<file path="src/adcr_consts.vh">
`ifndef ADCR_CONSTS_VH
`define ADCR_CONSTS_VH

// Register addresses
`define ADCR_A_RESULT   4'h0
`define ADCR_A_CFG_A    4'h1
`define ADCR_A_CFG_B    4'h2
`define ADCR_A_CFG_C    4'h3
`define ADCR_A_CFG_D    4'h4
`define ADCR_A_IRQ      4'h5
`define ADCR_A_INSEL    4'h6
`define ADCR_A_SEQ      4'h7
`define ADCR_A_DELAY    4'h8
`define ADCR_A_OFFS     4'h9
`define ADCR_A_GAIN     4'ha
`define ADCR_A_RSV_B    4'hb
`define ADCR_A_RSV_C    4'hc
`define ADCR_A_LOCK     4'hd
`define ADCR_A_RSV_E    4'he
`define ADCR_A_CKSUM    4'hf

// Reset values
`define ADCR_RST_CFG_A  8'hc0
`define ADCR_RST_CFG_B  8'h0c
`define ADCR_RST_B8     8'h00
`define ADCR_RST_B16    16'h0000
`define ADCR_RST_B24    24'h000000
`define ADCR_RST_IRQ    4'h0

// Field positions
`define ADCR_FMT_HI     5
`define ADCR_FMT_LO     4
`define ADCR_MODE_BIT   3
`define ADCR_RDY_BIT    6

`endif

</file>
<file path="src/adcr_register_map.v">
`timescale 1ns/1ps
`default_nettype none
`include "adcr_consts.vh"

// Summary of operation
// RQ1 - Sixteen volatile registers, lost on power loss
// RQ2 - Address auto-advances within one access
// RQ3 - Address zero: read-only result, 24/32 bits
// RQ4 - Modulator mode: result becomes 4-bit stream
// RQ5 - 8-bit key register locks serial writes
// RQ6 - 16-bit read-only configuration checksum
// RQ7 - 24-bit delay between scan cycles
// RQ8 - 24-bit offset correction value
// RQ9 - 24-bit gain correction value
// RQ10 - Input select applies only outside scan
// RQ11 - 24-bit scan sequence settings register
// RQ12 - Config byte d: mode, format, enables
// RQ13 - Interrupt byte: status, mode, enables
// RQ14 - Result refreshed on each data-ready event
// RQ15 - Result latched at read start, double-buffered
// RQ16 - Host writes reserved locations only defaults
module adcr_register_map #(
  parameter [7:0] UNLOCK_KEY = 8'h5a  // Arbitrary unlock value
) (
  input  wire        sys_clk_i,       // 200 MHz clock
  input  wire        sys_rst_i,       // Sync reset, active high
  input  wire        acc_start_i,     // Pulse: new access begins
  input  wire        acc_read_i,      // With start: access is a read
  input  wire [3:0]  acc_addr_i,      // With start: first address
  input  wire        acc_wr_i,        // Pulse: write word, advance
  input  wire [31:0] acc_wdata_i,     // Write data, low bits used
  input  wire        acc_rd_i,        // Pulse: read word, advance
  input  wire        conv_ready_i,    // Pulse: new conversion data
  input  wire [23:0] conv_data_i,     // Filtered conversion code
  input  wire [3:0]  mod_bits_i,      // Raw modulator outputs
  output reg  [31:0] acc_rdata_o,     // Read data
  output reg         acc_rvalid_o,    // Pulse: read data valid
  output reg  [7:0]  cfg_a_o,         // Config byte a
  output reg  [7:0]  cfg_b_o,         // Config byte b
  output reg  [7:0]  cfg_c_o,         // Config byte c
  output reg  [7:0]  cfg_d_o,         // Config byte d
  output reg  [7:0]  irq_ctrl_o,      // Interrupt byte
  output reg  [7:0]  mux_sel_o,       // Active input selection
  output reg  [23:0] seq_o,           // Scan settings
  output reg  [23:0] delay_o,         // Inter-cycle delay
  output reg  [23:0] offs_o,          // Offset correction
  output reg  [23:0] gain_o,          // Gain correction
  output reg         unlocked_o       // Writes currently allowed
);

  // Register storage, plain flops so nothing survives power loss
  reg [7:0]  config_byte_a;          // see RQ1
  reg [7:0]  config_byte_b;
  reg [7:0]  config_byte_c;
  reg [7:0]  config_byte_d;
  reg [3:0]  irq_ctrl;               // Writable low nibble
  reg        ready_flag;             // Sticky data-ready status
  reg [7:0]  input_select;
  reg [23:0] sequencer_settings;
  reg [23:0] inter_cycle_delay;
  reg [23:0] offset_correction;
  reg [23:0] gain_correction;
  reg [23:0] reserved_b;
  reg [7:0]  reserved_c;
  reg [7:0]  write_lock_key;
  reg [15:0] reserved_e;
  reg [15:0] config_checksum;
  reg [23:0] result_live;            // Refreshed on data ready
  reg [3:0]  mod_live;               // Latest modulator sample
  reg [31:0] result_hold;            // Frozen copy for a read
  reg [3:0]  addr;                   // Current access address
  reg [31:0] rd_word;                // Combinational read mux
  reg [31:0] result_fmt;             // Formatted live result
  wire       unlocked;               // Key matches
  wire       mod_mode;               // Modulator output mode
  wire       wr_en;                  // Write permitted this cycle
  wire       rd_start;               // Start of a read access

  assign unlocked = (write_lock_key == UNLOCK_KEY);
  assign mod_mode = irq_ctrl[`ADCR_MODE_BIT];                 // see RQ4
  // Lock register stays writable so a locked part can be opened
  assign wr_en    = acc_wr_i & (unlocked | (addr == `ADCR_A_LOCK)); // see RQ5
  assign rd_start = acc_start_i & acc_read_i;

  // Result formatting by output format and mode
  always @*
  begin
    if (mod_mode)
    begin
      result_fmt = {28'h0000000, mod_live};                   // see RQ4
    end
    else if (config_byte_d[`ADCR_FMT_HI:`ADCR_FMT_LO] == 2'h0)
    begin
      result_fmt = {8'h00, result_live};                      // see RQ3
    end
    else
    begin
      // 32-bit formats carry the sign in the top byte
      result_fmt = {{8{result_live[23]}}, result_live};       // see RQ3
    end
  end

  // Read multiplexer; reserved locations read their stored value
  always @*
  begin
    case (addr)
      `ADCR_A_RESULT: rd_word = result_hold;                  // see RQ15
      `ADCR_A_CFG_A:  rd_word = {24'h000000, config_byte_a};
      `ADCR_A_CFG_B:  rd_word = {24'h000000, config_byte_b};
      `ADCR_A_CFG_C:  rd_word = {24'h000000, config_byte_c};
      `ADCR_A_CFG_D:  rd_word = {24'h000000, config_byte_d};
      `ADCR_A_IRQ:    rd_word = {25'h0, ready_flag, 2'h0, irq_ctrl};
      `ADCR_A_INSEL:  rd_word = {24'h000000, input_select};
      `ADCR_A_SEQ:    rd_word = {8'h00, sequencer_settings};
      `ADCR_A_DELAY:  rd_word = {8'h00, inter_cycle_delay};
      `ADCR_A_OFFS:   rd_word = {8'h00, offset_correction};
      `ADCR_A_GAIN:   rd_word = {8'h00, gain_correction};
      `ADCR_A_RSV_B:  rd_word = {8'h00, reserved_b};
      `ADCR_A_RSV_C:  rd_word = {24'h000000, reserved_c};
      `ADCR_A_LOCK:   rd_word = {24'h000000, write_lock_key};
      `ADCR_A_RSV_E:  rd_word = {16'h0000, reserved_e};
      default:        rd_word = {16'h0000, config_checksum};  // see RQ6
    endcase
  end

  // Address pointer: loaded at start, advances on every word
  always @(posedge sys_clk_i)
  begin
    if (sys_rst_i)
    begin
      addr <= 4'h0;
    end
    else if (acc_start_i)
    begin
      addr <= acc_addr_i;
    end
    else if (acc_wr_i | acc_rd_i)
    begin
      addr <= addr + 4'h1;  // Wraps 0xf to 0x0, see RQ2
    end
  end

  // Live result and read snapshot
  always @(posedge sys_clk_i)
  begin
    if (sys_rst_i)
    begin
      result_live <= `ADCR_RST_B24;
      mod_live    <= 4'h0;
      result_hold <= 32'h00000000;
    end
    else
    begin
      if (conv_ready_i)
      begin
        result_live <= conv_data_i;                           // see RQ14
      end
      mod_live <= mod_bits_i;                                 // see RQ4
      // Snapshot keeps a slow read intact while new data lands
      if (rd_start)
      begin
        result_hold <= result_fmt;                            // see RQ15
      end
    end
  end

  // Data-ready flag: set wins over the clear made by a read start
  always @(posedge sys_clk_i)
  begin
    if (sys_rst_i)
    begin
      ready_flag <= 1'b0;
    end
    else if (conv_ready_i)
    begin
      ready_flag <= 1'b1;                                     // see RQ13
    end
    else if (rd_start && acc_addr_i == `ADCR_A_RESULT)
    begin
      ready_flag <= 1'b0;
    end
  end

  // Register writes; address zero and the checksum ignore writes
  always @(posedge sys_clk_i)
  begin
    if (sys_rst_i)
    begin
      config_byte_a      <= `ADCR_RST_CFG_A;
      config_byte_b      <= `ADCR_RST_CFG_B;
      config_byte_c      <= `ADCR_RST_B8;
      config_byte_d      <= `ADCR_RST_B8;
      irq_ctrl           <= `ADCR_RST_IRQ;
      input_select       <= `ADCR_RST_B8;
      sequencer_settings <= `ADCR_RST_B24;
      inter_cycle_delay  <= `ADCR_RST_B24;
      offset_correction  <= `ADCR_RST_B24;
      gain_correction    <= `ADCR_RST_B24;
      reserved_b         <= `ADCR_RST_B24;
      reserved_c         <= `ADCR_RST_B8;
      write_lock_key     <= `ADCR_RST_B8;
      reserved_e         <= `ADCR_RST_B16;
    end
    else if (wr_en)
    begin
      case (addr)
        `ADCR_A_CFG_A: config_byte_a <= acc_wdata_i[7:0];
        `ADCR_A_CFG_B: config_byte_b <= acc_wdata_i[7:0];
        `ADCR_A_CFG_C: config_byte_c <= acc_wdata_i[7:0];
        `ADCR_A_CFG_D: config_byte_d <= acc_wdata_i[7:0];     // see RQ12
        `ADCR_A_IRQ:   irq_ctrl <= acc_wdata_i[3:0];          // see RQ13
        `ADCR_A_INSEL: input_select <= acc_wdata_i[7:0];
        `ADCR_A_SEQ:   sequencer_settings <= acc_wdata_i[23:0]; // see RQ11
        `ADCR_A_DELAY: inter_cycle_delay <= acc_wdata_i[23:0];  // see RQ7
        `ADCR_A_OFFS:  offset_correction <= acc_wdata_i[23:0];  // see RQ8
        `ADCR_A_GAIN:  gain_correction <= acc_wdata_i[23:0];    // see RQ9
        // Reserved cells simply store what the host puts there
        `ADCR_A_RSV_B: reserved_b <= acc_wdata_i[23:0];       // see RQ16
        `ADCR_A_RSV_C: reserved_c <= acc_wdata_i[7:0];
        `ADCR_A_LOCK:  write_lock_key <= acc_wdata_i[7:0];    // see RQ5
        `ADCR_A_RSV_E: reserved_e <= acc_wdata_i[15:0];
        default:       reserved_c <= reserved_c;  // Read-only cells
      endcase
    end
  end

  // Checksum: sum of bytes, irq nibble and 16-bit low halves plus top bytes of wide words, one cycle late
  always @(posedge sys_clk_i)
  begin
    if (sys_rst_i)
    begin
      config_checksum <= `ADCR_RST_B16;
    end
    else
    begin
      config_checksum <= {8'h00, config_byte_a} + {8'h00, config_byte_b}
        + {8'h00, config_byte_c} + {8'h00, config_byte_d}
        + {12'h000, irq_ctrl} + {8'h00, input_select}
        + sequencer_settings[15:0] + {8'h00, sequencer_settings[23:16]}
        + inter_cycle_delay[15:0] + {8'h00, inter_cycle_delay[23:16]}
        + offset_correction[15:0] + {8'h00, offset_correction[23:16]}
        + gain_correction[15:0] + {8'h00, gain_correction[23:16]};
    end                                                       // see RQ6
  end

  // Output flops
  always @(posedge sys_clk_i)
  begin
    if (sys_rst_i)
    begin
      acc_rdata_o  <= 32'h00000000;
      acc_rvalid_o <= 1'b0;
      cfg_a_o      <= `ADCR_RST_CFG_A;
      cfg_b_o      <= `ADCR_RST_CFG_B;
      cfg_c_o      <= `ADCR_RST_B8;
      cfg_d_o      <= `ADCR_RST_B8;
      irq_ctrl_o   <= `ADCR_RST_B8;
      mux_sel_o    <= `ADCR_RST_B8;
      seq_o        <= `ADCR_RST_B24;
      delay_o      <= `ADCR_RST_B24;
      offs_o       <= `ADCR_RST_B24;
      gain_o       <= `ADCR_RST_B24;
      unlocked_o   <= 1'b0;
    end
    else
    begin
      acc_rvalid_o <= acc_rd_i;
      if (acc_rd_i)
      begin
        acc_rdata_o <= rd_word;
      end
      cfg_a_o    <= config_byte_a;
      cfg_b_o    <= config_byte_b;
      cfg_c_o    <= config_byte_c;
      cfg_d_o    <= config_byte_d;
      irq_ctrl_o <= {1'b0, ready_flag, 2'h0, irq_ctrl};
      // Scan active when any channel bit set: selection frozen then
      if (sequencer_settings[15:0] == 16'h0000)
      begin
        mux_sel_o <= input_select;                            // see RQ10
      end
      seq_o      <= sequencer_settings;
      delay_o    <= inter_cycle_delay;
      offs_o     <= offset_correction;
      gain_o     <= gain_correction;
      unlocked_o <= unlocked;
    end
  end

endmodule
`default_nettype wire

</file>
<file path="config.mk">
export PLATFORM = sky130hd
export DESIGN_NAME = adcr_register_map
export DESIGN_NICKNAME = d
export VERILOG_FILES = /design/src/adcr_register_map.v
export VERILOG_INCLUDE_DIRS = /design/src
export SDC_FILE = /design/constraint.sdc
export NUM_CORES = 1
export LEC_CHECK = 0
export ABC_AREA = 1
export BUFFER_PORTS_ARGS = -buffer_cell sky130_fd_sc_hd__buf_4
export CORE_MARGIN = 2
export CORE_UTILIZATION = 55
export CTS_CLUSTER_DIAMETER = 100
export DETAILED_ROUTE_END_ITERATION = 10
export PLACE_DENSITY = 0.8
export SETUP_SLACK_MARGIN = 0.4
export SLEW_MARGIN = 20
export SYNTH_ARGS = -nofsm -noshare
export SYNTH_HDL_FRONTEND = slang
export SYNTH_SLANG_ARGS = --single-unit
</file>
<file path="constraint.sdc">
create_clock -name sys_clk_i -period 13.7 [get_ports sys_clk_i]
set_input_delay 0.685 -clock sys_clk_i [delete_from_list [all_inputs] [get_ports sys_clk_i]]
set_output_delay 0.685 -clock sys_clk_i [all_outputs]
set_load 0.02 [all_outputs]
</file>
==> metrics.yaml <==
synthesis:
  syn-cell-area_mm2: 0.0218
  yosysSeqAreaShare_pct: 40.3
  post-synth-top-count-cell: "nand2_1"
  ys.flop_type: "dfxtp_1"
  synth_area_leader_cell: "dfxtp_1"
  ys_types: 46
  synth_edf_count: 0
  synth_common_cells: "nand2_1 (539), nor2_1 (479), dfxtp_1 (438)"
  synthTopCellsByArea: "dfxtp_1 (40%), fa_1 (9.4%), nand2_1 (9.3%), nor2_1 (8.3%), nand3_1 (6.0%)"
  syn_avg_cell_area_um2: 7.57
  synth.top_cell.area_share_pct: 40.3
  synth_cells: 2875
  ys_ff_latch: 438
  ys_warn_count: 0
  synthArstFlopShare_pct: 0
placed_design:
  place_congestion: 0.965
  port_buffers: 237
  dp.final_hpwl_mm: 45.6
  placed_area_mm2: 0.0232
routing:
  drt-initial-drc-count: 2232
  drc_errors: 0
  vias_per_cell: 5.63
  drtPass1Iterations: 6
  finalWirelength_mm: 65.3
  num_vias: 19900
  routedWlPerCell_um: 18.5
  postRouteAntennaNets: 0
floorplanning:
  io_pins: 249
  dieArea_mm2: 0.0412
  fp.dieH_um: 203
  start_util_pct: 56.1
  core_area_mm2: 0.0388
  fp.dieW_um: 203
  num_rows: 72
hold_path:
  hp-class: "in2reg"
worst_setup_path:
  cp.buffers_inverters: 5
  cp_common_cell: "fa_1"
  start_kind: "flip-flop"
  end_kind: "flip-flop"
  slowest_stage: "fa_1"
  crit_chain: "clkinv_1 -> buf_4 -> fa_1 -> inv_1 -> fa_1 -> fa_1 -> fa_1 -> fa_1 -> inv_1 -> fa_1 -> inv_1 -> ha_1 -> nand2_1 -> o21ai_0 -> nand4_1 -> nand3_1 -> nand2_1 -> nand2_1 -> nor2_1"
  path_class: "reg2reg"
  required_ns: 14.17
  slowest_delay_ns: 0.56
  cp_top_family: "adder cells"
  crit_fanout: 26
  crit_arrival_ns: 5.95
power_and_ir_drop:
  seqPwrFrac_pct: 47.1
  switching_power_uw: 667
  clkPwrFrac_pct: 46.9
  internal_power_uw: 2080
  leakage_uw: 0.0113
  ir_drop_mv: 0.0839
  power_density_mw_per_mm2: 111
  p_sw_share_pct: 24.3
  combPwrFrac_pct: 6.1
grt:
  grt_max_degree: 144
  grt_pass1_vias: 18300
  antenna_found_initial: 0
  grt_usage_pct: 31.4
  grt_first_pass_wirelength_mm: 101
  grt-ovfl-total: 0
status:
  run_status: "complete, no violations"
sta:
  finalClockSkew_ns: 0.0212
  setup_tns_ns: 0
  fin_crit_sh_pct: 40.0
  worstMarginPinSlew_ns: 1.16
  finalHoldViolCount: 0
  final_max_slew_viol_count: 0
  fin_crit_ns: 5.48
  finalSetupViolCount: 0
  rsz0062_at_grt: "no"
  fmax_mhz: 182
  relSlewSlack_pct: 22.3
cts:
  htree_levels: 2
  clk_latency_ns: 0.60
  clk_pin_slew_ns: 0.06
  cts_buffers: 47
  cts_tree: "yes"
  cts-root-buf: "clkbuf_16"
  clkSinkCount: 438
  cts_resized: 0
  postCtsSetupBuffers: 0
  hold_buffers: 0
  clock_path_buffers: 3
final_layout:
  layout-drive-gt1-share_pct: 12.2
  antennaDiodeCount: 0
  final_nets: 3206
  area_growth_pct: 13.6
  final_cell_area_mm2: 0.0247
flow_run:
  maxCapViolCount: 0
-- layout by cell type, fill, tap and decap left out, types with 2 or more instances in the layout --
cell type,n
dfxtp_1,437
nand2_2,4
conb_1,3
clkbuf_8,8
nand3_1,263
buf_4,251
inv_1,306
clkinv_1,2
clkbuf_1,10
clkbuf_16,47
buf_6,2
a211oi_1,4
o21ai_0,58
a21oi_1,259
nor2_4,5
o211ai_1,11
nor3_1,2
nand4_1,85
a31oi_1,4
inv_6,5
o22ai_1,7
nand3b_1,2
inv_2,5
xor2_1,3
clkinv_2,8
ha_1,54
xnor2_1,3
nand3_2,3
a21oi_2,10
nand2_1,539
nand3_4,3
nor2_2,3
nor2_1,478
fa_1,102
o21bai_1,2
bufinv_16,4
clkinv_4,4
o21ai_1,5
-- power by group through the flow --
stage | combinational, uW | clock, uW | sequential [uW]
global placement | 158 | 0 | 1320
detailed placement | 161 | 0 | 1320
CTS | 162 | 1300 | 1290
finish | 166 | 1290 | 1290
global route | 179 | 1340 | 1290
floorplan | 110 | 0 | 1320
-- per-layer routing --
metal	up-vias	wire (um)	GRT usage [%]
met4	0	2270	11.0
met5	-	0	0
li1	9305	-	-
met1	9273	27400	45.2
met2	1164	28400	47.4
met3	159	7280	5.81
-- layout make-up --
| type | count | area [um^2] |
|---|---|---|
| clock buffers | 65 | 1320 |
| clock inverters | 19 | 221 |
| fillers | 3303 | 14100 |
| inverters | 316 | 1200 |
| multi-input cells | 1923 | 10700 |
| flip-flops and latches | 438 | 8770 |
| well taps | 518 | 648 |
| repair buffers | 253 | 1910 |
-- kinds of logic after synthesis --
| logic type | Yosys count | share of synthesized area (%) |
|---|---|---|
| xor+xnor | 6 | 0.241 |
| other cells | 1 | 0.0172 |
| buf+inv | 516 | 10.8 |
| compound gates | 363 | 8.81 |
| flops | 438 | 40.3 |
| simple gates | 1395 | 27.3 |
| fa+ha+maj | 156 | 12.5 |
-- final timing paths --
kind | from | cells after the start | endpoint | slack, ns
setup reg to reg | irq_ctrl[3] | 19 | config_checksum[13] | 8.22
hold / removal | mod_bits_i[2] | 3 | mod_live[2] | 0.30
hold reg to reg | result_hold[14] | 2 | result_hold[14] | 0.46
setup / recovery | irq_ctrl[3] | 19 | config_checksum[13] | 8.22
-- worst register-to-register path: cells and delay by family, from the launching register on --
family | cells | cell delay, ns
buffers and inverters | 5 | 0.53
AND/OR/NAND/NOR | 6 | 0.58
adder cells (fa/ha/maj) | 7 | 3.41
AO/OA/AOI/OAI | 1 | 0.37
flip-flops | 1 | 0.47
-- flip-flops by register name, indices dropped and copies added (netlist names), 16 cells and up --
register / cells
reserved_e: 16
seq_o: 24
gain_o: 24
sequencer_settings: 24
config_checksum: 16
inter_cycle_delay: 24
result_live: 24
reserved_b: 24
gain_correction: 24
offs_o: 24
offset_correction: 24
acc_rdata_o: 25
result_hold: 25
delay_o: 24
-- metrics by stage --
step / util (%) / total power [uW] / setup WS [ns] / hold slack (ns) / std cells
4_1_cts: 63.7 / 2750 / 8.30 / 0.289 / 3532
3_3_place_gp: 59.7 / 1480 / 8.35 / 0.443 / 3448
6_report: 63.7 / 2750 / 8.22 / 0.296 / 3532
5_1_grt: 63.7 / 2820 / 7.99 / 0.308 / 3532
2_1_floorplan: - / 1430 / 8.76 / 0.415 / 2877
3_5_place_dp: 59.7 / 1480 / 8.30 / 0.457 / 3448
(Power assumes the default switching activity.)
